<file path="config.mk">
export PLATFORM = sky130hd
export DESIGN_NAME = timer8_pwm
export DESIGN_NICKNAME = d
export VERILOG_FILES = /design/src/hdl/timer_pkg.sv /design/src/hdl/prescale_taps.sv /design/src/hdl/ext_pin_sync.sv /design/src/hdl/timer8_pwm.sv
export SDC_FILE = /design/constraint.sdc
export NUM_CORES = 1
export LEC_CHECK = 0
export ABC_AREA = 1
export BUFFER_PORTS_ARGS = -buffer_cell sky130_fd_sc_hd__buf_2
export CAP_MARGIN = 20
export CORE_AREA = 4 4 97 99
export CTS_CLUSTER_DIAMETER = 80
export DETAILED_ROUTE_END_ITERATION = 12
export DIE_AREA = 0 0 101 103
export GPL_TIMING_DRIVEN = 0
export PLACE_DENSITY = 0.73
export SYNTH_ARGS = -nofsm -noshare
export SYNTH_HDL_FRONTEND = slang
export SYNTH_HIERARCHICAL = 1
export SYNTH_SLANG_ARGS = --single-unit
export TNS_END_PERCENT = 50
</file>
<file path="constraint.sdc">
create_clock -name I_CLOCK -period 2.5 [get_ports I_CLOCK]
set_clock_uncertainty 0.1 [all_clocks]
set_input_delay 0.125 -clock I_CLOCK [delete_from_list [all_inputs] [get_ports I_CLOCK]]
set_output_delay 0.125 -clock I_CLOCK [all_outputs]
set_load 0.05 [all_outputs]
</file>
<file path="src/hdl/timer_pkg.sv">
package timer_pkg;
  // bus geometry
  localparam int ADDR_W = 8;
  localparam int DATA_W = 32;

  // register byte addresses
  localparam logic [7:0] ADDR_CONTROL   = 8'h00;
  localparam logic [7:0] ADDR_COUNT     = 8'h04;
  localparam logic [7:0] ADDR_COMPARE   = 8'h08;
  localparam logic [7:0] ADDR_IRQ_MASK  = 8'h0C;
  localparam logic [7:0] ADDR_IRQ_FLAGS = 8'h10;

  // timer_control fields
  localparam int FOC_BIT    = 7;
  localparam int WGM_LO_BIT = 6;
  localparam int COM_HI_BIT = 5;
  localparam int COM_LO_BIT = 4;
  localparam int WGM_HI_BIT = 3;
  localparam int CS_MSB     = 2;

  // irq mask and flag positions
  localparam int OVF_BIT = 1;
  localparam int CMP_BIT = 0;

  // reset values
  localparam logic [7:0] CONTROL_RESET = 8'h00;
  localparam logic [7:0] COUNT_RESET   = 8'h00;
  localparam logic [7:0] COMPARE_RESET = 8'h00;
  localparam logic [1:0] MASK_RESET    = 2'h0;
  localparam logic [1:0] FLAGS_RESET   = 2'h0;

  // waveform modes
  localparam logic [1:0] MODE_NORMAL   = 2'h0;
  localparam logic [1:0] MODE_PC_PWM   = 2'h1;
  localparam logic [1:0] MODE_CTC      = 2'h2;
  localparam logic [1:0] MODE_FAST_PWM = 2'h3;

  // compare output modes
  localparam logic [1:0] COM_OFF    = 2'h0;
  localparam logic [1:0] COM_TOGGLE = 2'h1;
  localparam logic [1:0] COM_CLEAR  = 2'h2;
  localparam logic [1:0] COM_SET    = 2'h3;

  // count sources
  localparam logic [2:0] CS_STOP     = 3'h0;
  localparam logic [2:0] CS_IO       = 3'h1;
  localparam logic [2:0] CS_DIV8     = 3'h2;
  localparam logic [2:0] CS_DIV1024  = 3'h5;
  localparam logic [2:0] CS_EXT_FALL = 3'h6;
  localparam logic [2:0] CS_EXT_RISE = 3'h7;

  // log2 of the prescaler taps: divide by 8, 64, 256, 1024
  localparam int NUM_TAPS = 4;
  localparam int PRESCALE_LOG2 [NUM_TAPS] = '{3, 6, 8, 10};

  localparam logic [7:0] COUNT_MAX    = 8'hFF;
  localparam logic [7:0] COUNT_BOTTOM = 8'h00;

  typedef enum logic {DIR_UP, DIR_DOWN} dir_t;
endpackage

</file>
<file path="src/hdl/prescale_taps.sv">
`timescale 1ns/100ps
module prescale_taps
  import timer_pkg::*;
(
  input  wire logic                i_clock,
  input  wire logic                i_rst,
  output logic      [NUM_TAPS-1:0] o_tap
);
  localparam int CNT_W = PRESCALE_LOG2[NUM_TAPS-1];

  logic [CNT_W-1:0] cnt;

  always_ff @(posedge i_clock or posedge i_rst) begin
    if (i_rst) begin
      cnt <= '0;
    end else begin
      cnt <= cnt + 1'b1;
    end
  end

  // one-cycle enable at the end of each tap period
  genvar gi;
  generate
    for (gi = 0; gi < NUM_TAPS; gi++) begin : g_tap
      assign o_tap[gi] = &cnt[PRESCALE_LOG2[gi]-1:0];
    end
  endgenerate
endmodule

</file>
<file path="src/hdl/ext_pin_sync.sv">
`timescale 1ns/100ps
module ext_pin_sync (
  input  wire logic i_clock,
  input  wire logic i_rst,
  input  wire logic i_pin,
  output logic      o_rise,
  output logic      o_fall
);
  logic [2:0] stage;
  logic       level;
  wire        agree = stage[1] == stage[2];

  // stage[0] feeds stage[1] only
  always_ff @(posedge i_clock or posedge i_rst) begin
    if (i_rst) begin
      stage  <= 3'h0;
      level  <= 1'b0;
      o_rise <= 1'b0;
      o_fall <= 1'b0;
    end else begin
      stage  <= {stage[1:0], i_pin};
      if (agree) begin
        level <= stage[2];
      end
      o_rise <= agree && stage[2] && !level;
      o_fall <= agree && !stage[2] && level;
    end
  end
endmodule

</file>
<file path="src/hdl/timer8_pwm.sv">
`timescale 1ns/100ps
////////////////////////////////////////////////////////////////////////////
module timer8_pwm (
  input  wire logic                          I_CLOCK,
  input  wire logic                          I_RST,
  input  wire logic                          I_PSEL,
  input  wire logic                          I_PENABLE,
  input  wire logic                          I_PWRITE,
  input  wire logic [timer_pkg::ADDR_W-1:0]  I_PADDR,
  input  wire logic [timer_pkg::DATA_W-1:0]  I_PWDATA,
  output logic      [timer_pkg::DATA_W-1:0]  O_PRDATA,
  output logic                               O_PREADY,
  output logic                               O_PSLVERR,
  input  wire logic                          I_EXT_COUNT,
  input  wire logic                          I_PIN_DIR_OUT,
  input  wire logic                          I_GLOBAL_IRQ_EN,
  input  wire logic                          I_OVF_ACK,
  input  wire logic                          I_CMP_ACK,
  output logic                               O_COMPARE_PIN,
  output logic                               O_COMPARE_PIN_OE,
  output logic                               O_COMPARE_OVERRIDE,
  output logic                               O_OVF_IRQ,
  output logic                               O_CMP_IRQ
);
  import timer_pkg::*;

  ////////////////////////////////////////////////////////////////////////////
  // state
  logic [7:0]          ctrl;
  logic [7:0]          count;
  logic [7:0]          cmp_buf;
  logic [7:0]          cmp_active;
  logic [1:0]          mask;
  logic                ovf;
  logic                ocf;
  logic                wave;
  logic                block;
  logic                force_pend;
  dir_t                dir;
  logic [7:0]          next_count;
  dir_t                next_dir;
  logic                next_wave;
  logic [NUM_TAPS-1:0] pre_tick;
  logic                ext_rise;
  logic                ext_fall;

  ////////////////////////////////////////////////////////////////////////////
  // apb decode
  function automatic logic is_reg(input logic [ADDR_W-1:0] a,
                                  input logic [7:0]        off);
    return a == off;
  endfunction

  wire setup     = I_PSEL && !I_PENABLE;
  wire wr        = I_PSEL && I_PENABLE && I_PWRITE;
  wire hit_ctrl  = is_reg(I_PADDR, ADDR_CONTROL);
  wire hit_count = is_reg(I_PADDR, ADDR_COUNT);
  wire hit_cmp   = is_reg(I_PADDR, ADDR_COMPARE);
  wire hit_mask  = is_reg(I_PADDR, ADDR_IRQ_MASK);
  wire hit_flags = is_reg(I_PADDR, ADDR_IRQ_FLAGS);
  wire mapped    = hit_ctrl || hit_count || hit_cmp || hit_mask || hit_flags;
  wire wr_ctrl   = wr && hit_ctrl;
  wire wr_count  = wr && hit_count;
  wire wr_cmp    = wr && hit_cmp;
  wire wr_mask   = wr && hit_mask;
  wire wr_flags  = wr && hit_flags;

  wire [7:0] rd_byte = hit_ctrl  ? ctrl :
                       hit_count ? count :
                       hit_cmp   ? cmp_buf :
                       hit_mask  ? {6'h00, mask} :
                       hit_flags ? {6'h00, ovf, ocf} : 8'h00;

  assign O_PREADY  = 1'b1;
  assign O_PSLVERR = I_PSEL && I_PENABLE && !mapped;

  always_ff @(posedge I_CLOCK or posedge I_RST) begin
    if (I_RST) begin
      O_PRDATA <= '0;
    end else if (setup && !I_PWRITE) begin
      O_PRDATA <= {24'h000000, rd_byte};
    end
  end

  ////////////////////////////////////////////////////////////////////////////
  // control fields
  wire [1:0] mode = {ctrl[WGM_HI_BIT], ctrl[WGM_LO_BIT]};
  wire [1:0] com  = ctrl[COM_HI_BIT:COM_LO_BIT];
  wire [2:0] cs   = ctrl[CS_MSB:0];
  wire       pwm  = mode == MODE_PC_PWM || mode == MODE_FAST_PWM;
  wire [1:0] wr_mode = {I_PWDATA[WGM_HI_BIT], I_PWDATA[WGM_LO_BIT]};
  wire       wr_pwm  = wr_mode == MODE_PC_PWM || wr_mode == MODE_FAST_PWM;

  always_ff @(posedge I_CLOCK or posedge I_RST) begin
    if (I_RST) begin
      ctrl       <= CONTROL_RESET;
      mask       <= MASK_RESET;
      force_pend <= 1'b0;
    end else begin
      if (wr_ctrl) begin
        ctrl <= {1'b0, I_PWDATA[6:0]};
      end
      if (wr_mask) begin
        mask <= I_PWDATA[OVF_BIT:CMP_BIT];
      end
      force_pend <= wr_ctrl && I_PWDATA[FOC_BIT] && !wr_pwm;
    end
  end

  ////////////////////////////////////////////////////////////////////////////
  // count source
  prescale_taps u_taps (
    .i_clock (I_CLOCK),
    .i_rst   (I_RST),
    .o_tap   (pre_tick)
  );

  // pin is sampled whatever its direction
  ext_pin_sync u_ext (
    .i_clock (I_CLOCK),
    .i_rst   (I_RST),
    .i_pin   (I_EXT_COUNT),
    .o_rise  (ext_rise),
    .o_fall  (ext_fall)
  );

  wire [1:0] tap_sel = 2'(cs[1:0] + 2'h2);
  wire tap_on = cs >= CS_DIV8 && cs <= CS_DIV1024;
  wire tick   = cs == CS_IO ||
                (tap_on && pre_tick[tap_sel]) ||
                (cs == CS_EXT_FALL && ext_fall) ||
                (cs == CS_EXT_RISE && ext_rise);

  ////////////////////////////////////////////////////////////////////////////
  // compare and events
  wire [7:0] top      = mode == MODE_CTC ? cmp_active : COUNT_MAX;
  wire at_max_tick    = tick && count == COUNT_MAX;
  wire cmp_ev         = tick && count == cmp_active && !block;
  wire pwm_ignore     = pwm && com[1] && cmp_active == COUNT_MAX;
  wire wave_match     = cmp_ev && !pwm_ignore;
  wire ovf_ev         = mode == MODE_PC_PWM ?
                        tick && count == COUNT_BOTTOM && dir == DIR_DOWN :
                        at_max_tick;
  wire ovf_clr        = (wr_flags && I_PWDATA[OVF_BIT]) || I_OVF_ACK;
  wire ocf_clr        = (wr_flags && I_PWDATA[CMP_BIT]) || I_CMP_ACK;

  ////////////////////////////////////////////////////////////////////////////
  // counter sequencing
  always_comb begin
    next_count = count;
    next_dir   = dir;
    if (tick) begin
      case (mode)
        MODE_CTC: begin
          next_count = count == top && !block ?
                       COUNT_BOTTOM : count + 8'h01;
        end
        MODE_PC_PWM: begin
          if (dir == DIR_UP) begin
            if (count == COUNT_MAX) begin
              next_count = count - 8'h01;
              next_dir   = DIR_DOWN;
            end else begin
              next_count = count + 8'h01;
            end
          end else begin
            if (count == COUNT_BOTTOM) begin
              next_count = count + 8'h01;
              next_dir   = DIR_UP;
            end else begin
              next_count = count - 8'h01;
            end
          end
        end
        default: begin
          next_count = count + 8'h01;
        end
      endcase
    end
  end

  always_ff @(posedge I_CLOCK or posedge I_RST) begin
    if (I_RST) begin
      count <= COUNT_RESET;
      dir   <= DIR_UP;
      block <= 1'b0;
    end else begin
      count <= wr_count ? I_PWDATA[7:0] : next_count;
      dir   <= next_dir;
      if (wr_count) begin
        block <= 1'b1;
      end else if (tick) begin
        block <= 1'b0;
      end
    end
  end

  ////////////////////////////////////////////////////////////////////////////
  // compare register, buffered in PWM modes
  wire [7:0] next_active = !pwm ? (wr_cmp ? I_PWDATA[7:0] : cmp_buf) :
                           at_max_tick ? cmp_buf : cmp_active;

  always_ff @(posedge I_CLOCK or posedge I_RST) begin
    if (I_RST) begin
      cmp_buf    <= COMPARE_RESET;
      cmp_active <= COMPARE_RESET;
    end else begin
      if (wr_cmp) begin
        cmp_buf <= I_PWDATA[7:0];
      end
      cmp_active <= next_active;
    end
  end

  ////////////////////////////////////////////////////////////////////////////
  // waveform generator
  always_comb begin
    next_wave = wave;
    case (mode)
      MODE_NORMAL, MODE_CTC: begin
        if (force_pend || wave_match) begin
          case (com)
            COM_TOGGLE: next_wave = ~wave;
            COM_CLEAR:  next_wave = 1'b0;
            COM_SET:    next_wave = 1'b1;
            default:    next_wave = wave;
          endcase
        end
      end
      MODE_FAST_PWM: begin
        if (at_max_tick && com[1]) begin
          next_wave = ~com[0];
        end else if (wave_match && com[1]) begin
          next_wave = com[0];
        end
      end
      MODE_PC_PWM: begin
        if (at_max_tick && pwm_ignore) begin
          next_wave = ~com[0];
        end else if (wave_match && com[1]) begin
          next_wave = dir == DIR_UP ? com[0] : ~com[0];
        end
      end
      default: next_wave = wave;
    endcase
  end

  always_ff @(posedge I_CLOCK or posedge I_RST) begin
    if (I_RST) begin
      wave <= 1'b0;
    end else begin
      wave <= next_wave;
    end
  end

  assign O_COMPARE_PIN      = wave;
  assign O_COMPARE_OVERRIDE = com != COM_OFF;
  assign O_COMPARE_PIN_OE   = O_COMPARE_OVERRIDE && I_PIN_DIR_OUT;

  ////////////////////////////////////////////////////////////////////////////
  // flags, set beats clear
  always_ff @(posedge I_CLOCK or posedge I_RST) begin
    if (I_RST) begin
      {ovf, ocf} <= FLAGS_RESET;
    end else begin
      ovf <= ovf_ev || (ovf && !ovf_clr);
      ocf <= cmp_ev || (ocf && !ocf_clr);
    end
  end

  assign O_OVF_IRQ = mask[OVF_BIT] && I_GLOBAL_IRQ_EN && ovf;
  assign O_CMP_IRQ = mask[CMP_BIT] && I_GLOBAL_IRQ_EN && ocf;
endmodule

</file>
# After elaboration in Yosys (flattened, before gate mapping)
# Index checks and enable logic that the tools add are counted.
classes:
  n_shift: 0
  div_mod_pow: 0
  n_reduce_logical: 77
  eq_ne: 25
  bitwise: 2
  magnitude_cmp: 3
  addsub: 4
  n_mux: 32
  n_mul: 0
ops:
  columns: ["op", "count"]
  rows:
  - ["$mux 8", 13]
  - ["$logic_and 1x1->1", 41]
  - ["$eq 8x4->1 const B", 2]
  - ["$eq 8x8->1", 2]
  - ["$eq 8x8->1 const B", 2]
  - ["$logic_not 8->1", 2]
  - ["$pmux 8 s2", 1]
  - ["$logic_or 1x1->1", 14]
  - ["$mux 1", 13]
  - ["$add 10x1->10 const B", 1]
  - ["$eq 2x2->1 const B", 5]
  - ["$logic_not 1->1", 10]
  - ["$reduce_and 10->1", 1]
  - ["$add 8x1->8 const B", 1]
  - ["$eq 8x3->1 const B", 1]
  - ["$eq 8x5->1 const B", 1]
  - ["$reduce_and 8->1", 1]
  - ["$sub 8x1->8 const B", 1]
  - ["$eq 2x1->1 const B", 3]
  - ["$eq 3x3->1 const B", 2]
  - ["$ne 3x1->1 const B", 2]
  - ["$pmux 1 s3", 2]
  - ["$reduce_and 6->1", 1]
  - ["$mux 2", 2]
  - ["other kinds (17)", 19]
word_totals:
  output_inout_bits: 39
  latch_bits: 0
  wordCells: 160
  in_bits: 50
  ff_bits: 63
  mem_bits_rw: 0
  mem_count: 0
  mem_bits_ro: 0

# Logic depth before layout (Yosys ltp)
depth:
  word_depth: 14
  ltp_mapped: 18
  depth_no_buf: 18

# By module
# The synthesis kept the hierarchy.
modules_own_cells:
  columns: ["mod", "seq_area_each_um2", "n_inst", "area_each_um2", "cells_per_inst"]
  rows:
  - ["timer8_pwm", 1176.1, 1, 3515.9, 499]
  - ["prescale_taps", 250.2, 1, 469.2, 54]
  - ["ext_pin_sync", 150.1, 1, 216.5, 19]

# Worst setup path before layout
# Ideal clock, no wire load.
synth_timing:
  kind: "flip-flop to flip-flop"
  startpoint: "reg u_taps.cnt[0]"
  endpoint: "reg wave (netlist: O_COMPARE_PIN)"
  path_stages_with_launch: 19
  arrival_ns: 1.750
  synth_period_minus_slack_ns: 1.967
  t_required_ns: 2.282
  slack_ns: 0.533
  path_buffers: 0
  setup_time_ns: 0.118
  cell_sequence: "dfrtp_1 -> ha_1 -> nand3_2 -> nor2_4 -> nand2_2 -> nor2_1 -> inv_1 -> nand2_1 -> nand2_1 -> nand3_1 -> nand3_2 -> inv_2 -> nand2_1 -> nand2_1 -> nand2_1 -> nand2_1 -> nand2_1 -> nand2_1 -> nand2_1"
synth_between:
  elab_chain_cells: 13
  word_cells_on_any_way: 25
  classes_between: "eq/ne (3); mux (5); reduce/logical (17)"
synth_rtl:
  columns: ["element", "line_no", "text"]
  rows:
  - ["start, declared", "prescale_taps.sv:11", "logic [CNT_W-1:0] cnt;"]
  - ["start signal, assigned", "prescale_taps.sv:17", "cnt <= cnt + 1'b1;"]
  - ["$reduce_and 6->1 (*)", "prescale_taps.sv:25", "assign o_tap[gi] = &cnt[PRESCALE_LOG2[gi]-1:0];"]
  - ["named net pre_tick[1]", "timer8_pwm.sv:43", "logic [NUM_TAPS-1:0] pre_tick;"]
  - ["$bmux 1 s2 (*)", "timer8_pwm.sv:130", "(tap_on && pre_tick[tap_sel]) ||"]
  - ["$mux 1 (implied by the code) (*)", "timer8_pwm.sv:130", null]
  - ["$logic_and 1x1->1 (*)", "timer8_pwm.sv:130", null]
  - ["$logic_or 1x1->1 (*)", "timer8_pwm.sv:129", "wire tick = cs == CS_IO ||"]
  - ["$logic_or 1x1->1 (*)", "timer8_pwm.sv:130", null]
  - ["$logic_or 1x1->1 (*)", "timer8_pwm.sv:131", "(cs == CS_EXT_FALL && ext_fall) ||"]
  - ["$logic_and 1x1->1 (2 in a row)", "timer8_pwm.sv:138", "wire cmp_ev = tick && count == cmp_active && !block;"]
  - ["$logic_and 1x1->1", "timer8_pwm.sv:140", "wire wave_match = cmp_ev && !pwm_ignore;"]
  - ["$logic_and 1x1->1 or $logic_or 1x1->1 (tied branches)", "timer8_pwm.sv:233, timer8_pwm.sv:240, timer8_pwm.sv:221", null]
  - ["$ne 3x1->1 (no line) or $ne 2x2->1 (tied branches)", null, null]
  - ["$reduce_and 4->1 (no line)", null, null]
  - ["end signal, assigned", "timer8_pwm.sv:252", "wave <= next_wave;"]
  - ["end, declared", "timer8_pwm.sv:36", "logic wave;"]
# Mark *: on every way through the listed nets, which the timed path passes. The rest lies on a longest branch. The select of a mux whose other input is x is not followed.
# A chain may end at the register's enable or synchronous reset.

# Worst setup path in the final report
layout_timing:
  startpoint: "reg u_taps.cnt[0]"
  endpoint: "reg count[1]"
layout_between:
  elab_chain_cells: 8
  word_cells_on_any_way: 11
  classes_between: "mux (2); reduce/logical (9)"
layout_rtl:
  columns: ["element", "line_no", "text"]
  rows:
  - ["$reduce_and 6->1", "prescale_taps.sv:25", null]
  - ["named net pre_tick[1]", "timer8_pwm.sv:43", null]
  - ["$bmux 1 s2", "timer8_pwm.sv:130", null]
  - ["$mux 1 (implied by the code)", "timer8_pwm.sv:130", null]
  - ["$logic_and 1x1->1", "timer8_pwm.sv:130", null]
  - ["$logic_or 1x1->1", "timer8_pwm.sv:129", null]
  - ["$logic_or 1x1->1", "timer8_pwm.sv:130", null]
  - ["$logic_or 1x1->1", "timer8_pwm.sv:131", null]
  - ["$reduce_bool 2->1 (no line)", null, null]
  - ["end signal, assigned", "timer8_pwm.sv:188", "count <= wr_count ? I_PWDATA[7:0] : next_count;"]
  - ["end, declared", "timer8_pwm.sv:30", "logic [7:0] count;"]
# The timed path passes the listed nets, and every way through them passes these cells. The select of a mux whose other input is x is not followed.

==> results.sh <==
export IMPL_status="finished, final reports clean"
export IMPL_irDropWorstVdd_uv=226
export IMPL_r2r_setup_slack_ns=0.24
export IMPL_final_cells=763
export IMPL_grt_max_degree=29
export IMPL_drtIter0Drc=248
export IMPL_arrival_ns=2.43
export IMPL_die_area_um2=10400
export IMPL_ys_warn_count=6
export IMPL_hold_viol=0
export IMPL_timing_worst_slew_pin_value_ns=0.559
export IMPL_drcViolationCount=0
export IMPL_grt_first_pass_wirelength_mm=17.5
export IMPL_yosysTopAreaCellShare=0.375
export IMPL_r2r_end="count[1]"
export IMPL_vias_per_cell=5.02
export IMPL_synth_area_um2=4200
export IMPL_startpoint_type="flop"
export IMPL_clk_pin_slew_ns=0.08
export IMPL_rr_startpoint="u_taps/cnt[0]"
export IMPL_ys_seq_area_frac=0.375
export IMPL_die_w_um=101
export IMPL_drtAntennaViolNets=0
export IMPL_worst_path_max_delay_cell="dfrtp_1"
export IMPL_cts_tree="built"
export IMPL_cts_root_buffer="clkbuf_8"
export IMPL_avgSynthCellArea_um2=7.35
export IMPL_setup_viol=0
export IMPL_wl_per_cell_um=13.9
export IMPL_max_stage_delay_ns=0.37
export IMPL_drv_cap=0
export IMPL_period_minus_slack_ns=2.26
export IMPL_gp_congestion=0.940
export IMPL_grt_pass1_vias=3685
export IMPL_first_pass_iters=5
export IMPL_slew_violations=0
export IMPL_area_sequential_um2=1580
export IMPL_die_h_um=103
export IMPL_synth_area_leaders="dfrtp_1 38%, nand2_1 15%, inv_1 7.3%"
export IMPL_grt_antenna_before_repair=0
export IMPL_gr_total_overflow=0
export IMPL_maxSlewHeadroom=0.627
export IMPL_end_kind="flop"
export IMPL_synthCells=572
export IMPL_htreeDepth=3
export IMPL_cp_max_fo=5
export IMPL_multi_input_area_um2=2120
export IMPL_ys_types=40
export IMPL_crit_chain="ha_1 -> nand3_2 -> nor2_4 -> nand2_2 -> nor2_1 -> inv_1 -> nand2_1 -> nand2_1 -> nand3_2 -> nand2_2 -> nor2_1 -> o21ai_0 -> o21bai_1"
export IMPL_setup_tns_final_ns=0
export IMPL_n_fill_cell=810
export IMPL_finalWirelength_mm=10.6
export IMPL_timing_final_crit_share=0.903
export IMPL_critPathLaunch="u_taps/cnt[0]"
export IMPL_clock_tree_buffer_depth=2
export IMPL_port_buffers=39
export IMPL_drive_gt1_frac=0.214
export IMPL_fmax_ghz=0.443
export IMPL_dp_hpwl_mm=8.21
export IMPL_min_path_type="in -> reg"
export IMPL_crit_required_ns=2.67
export IMPL_grt_usage=0.217
export IMPL_pwr_density_cell_nw_per_um2=533
export IMPL_area_growth_synth_to_final_pct=15.9
export IMPL_insertion_delay_ns=0.36
export IMPL_yosysTopAreaCell="dfrtp_1"
export IMPL_crit_type="reg -> reg"
export IMPL_nNetsFinal=713
export IMPL_row_count=34
export IMPL_cts_buffers=9
export IMPL_crit_end="count[1]"
export IMPL_leakagePower_nw=2.52
export IMPL_diodes=0
export IMPL_start_util=0.491
export IMPL_pin_count=89
export IMPL_synth_seq_cells=63
export IMPL_ff2ff_path_depth=13
export IMPL_placedCellCount=743
export IMPL_dr_total_vias=3831
export IMPL_cts_sinks=63
export IMPL_core_area_um2=8550
[placed cells by master, fill, tap and decap left out, drive strengths merged, types with 2 or more instances in the layout]
cell and count:
conb 25, buf 73, xnor2 4, nand4 7, o21bai 2, clkinvlp 2
inv 97, clkbuf 10, nand3 32, o221ai 6, ha 13, nor3 10
nand2 176, clkinv 2, a21oi 12, xor2 9, nor2 48, o21ai 36
o211ai 9, dfrtp 63, or2 3, dlygate4sd3 4, o22ai 8
[per-stage QoR]
stage | utilization | hold slack (ns) | power (mW) | cell area [um^2] | setup WS (ns)
floorplan | - | -0.184 | 1.64 | 4290 | 0.533
global placement | 0.540 | -0.0382 | 1.76 | 4620 | 0.281
detailed placement | 0.542 | -0.0233 | 1.78 | 4640 | 0.231
CTS | 0.568 | 0.00474 | 2.60 | 4860 | 0.204
global route | 0.570 | 0.0165 | 2.73 | 4870 | -0.00291
finish | 0.570 | 0.0114 | 2.60 | 4870 | 0.241
[worst min path at each step]
stage                     start      endpoint  slack (ns)  cells past startpoint
finish              I_PWDATA[5]       ctrl[5]        0.01                      3
global route        I_PWDATA[7]    force_pend        0.02                      3
CTS                 I_PWDATA[3]       ctrl[3]       0.005                      3
detailed placement        I_RST  u_ext/o_rise       -0.02                      2
global placement          I_RST  u_ext/o_fall       -0.04                      2
floorplan                 I_RST   u_ext/level       -0.18                      1
[metal layers]
layer | GRT usage | up-vias | part of all wire
li1 | - | 1911 | -
met1 | 0.282 | 1747 | 0.43
met2 | 0.344 | 142 | 0.46
met3 | 0.0447 | 31 | 0.071
met4 | 0.111 | 0 | 0.034
met5 | 0 | - | 0
[timing repair]
action	CTS	global route
setup endpoints to repair	0	9
gates resized for setup	0	2
endpoints found under the hold margin	38	0
hold buffers	4	0
buffers inserted	0	0
[worst max-delay path, delay by kind of cell, from the launching register on]
kind                     cells  cell delay, ns
buffers and inverters        1            0.04
flip-flops                   1            0.37
AND/OR/NAND/NOR              9            1.14
adder cells (fa/ha/maj)      1            0.20
AO/OA/AOI/OAI                2            0.32
[power by group]
part / total (mW) / internal, mW / switching [mW]
clock network: 0.823 / 0.369 / 0.453
registers: 1.12 / 1.08 / 0.0390
logic: 0.658 / 0.210 / 0.449
[state kept, by name, summed over array words and instances, names as in the netlist, 2 cells and up]
| signal | cells |
|---|---|
| u_taps/cnt | 10 |
| O_PRDATA | 8 |
| cmp_active | 8 |
| cmp_buf | 8 |
| count | 8 |
| ctrl | 7 |
| u_ext/stage | 3 |
| mask | 2 |
[area by class of cell]
cell class              instances  area share
inverters                      94      0.0730
flip-flops and latches         63       0.324
well taps                     108      0.0277
repair buffers                 44      0.0524
clock buffers                   9      0.0254
clock inverters                 7      0.0113
plain buffers                  34      0.0504
multi-input cells             404       0.436
[Yosys cell counts]
cell type	count
xor2_1	9
inv_4	1
o31ai_1	1
xnor2_1	4
clkbuf_2	1
nor2_1	37
nor2_4	2
buf_2	3
nand4_1	6
nand2_1	164
nand3_1	27
inv_2	11
and3_1	1
inv_1	82
or2_2	3
nor2_2	7
nand4_4	1
nor2_8	2
o21bai_1	2
and2_1	1
buf_4	28
conb_1	2
ha_1	13
nand3_2	5
o22ai_1	8
o211ai_1	9
o21ai_1	13
nor3_2	2
buf_6	1
nand2_2	10
nor3_4	1
o21ai_0	21
buf_1	1
nor3_1	7
nand3b_1	1
a21oi_1	12
o21ai_2	2
o221ai_1	6
nand2_4	2
dfrtp_1	63
[cells by family after synthesis]
kind of cell    Yosys count  synth area share
simple gates            279             0.309
buf+inv                 128             0.143
compound gates           74             0.105
flops                    63             0.375
xor+xnor                 13            0.0271
fa+ha+maj                13            0.0387
other cells               2           0.00179
(Power assumes the default switching activity.)
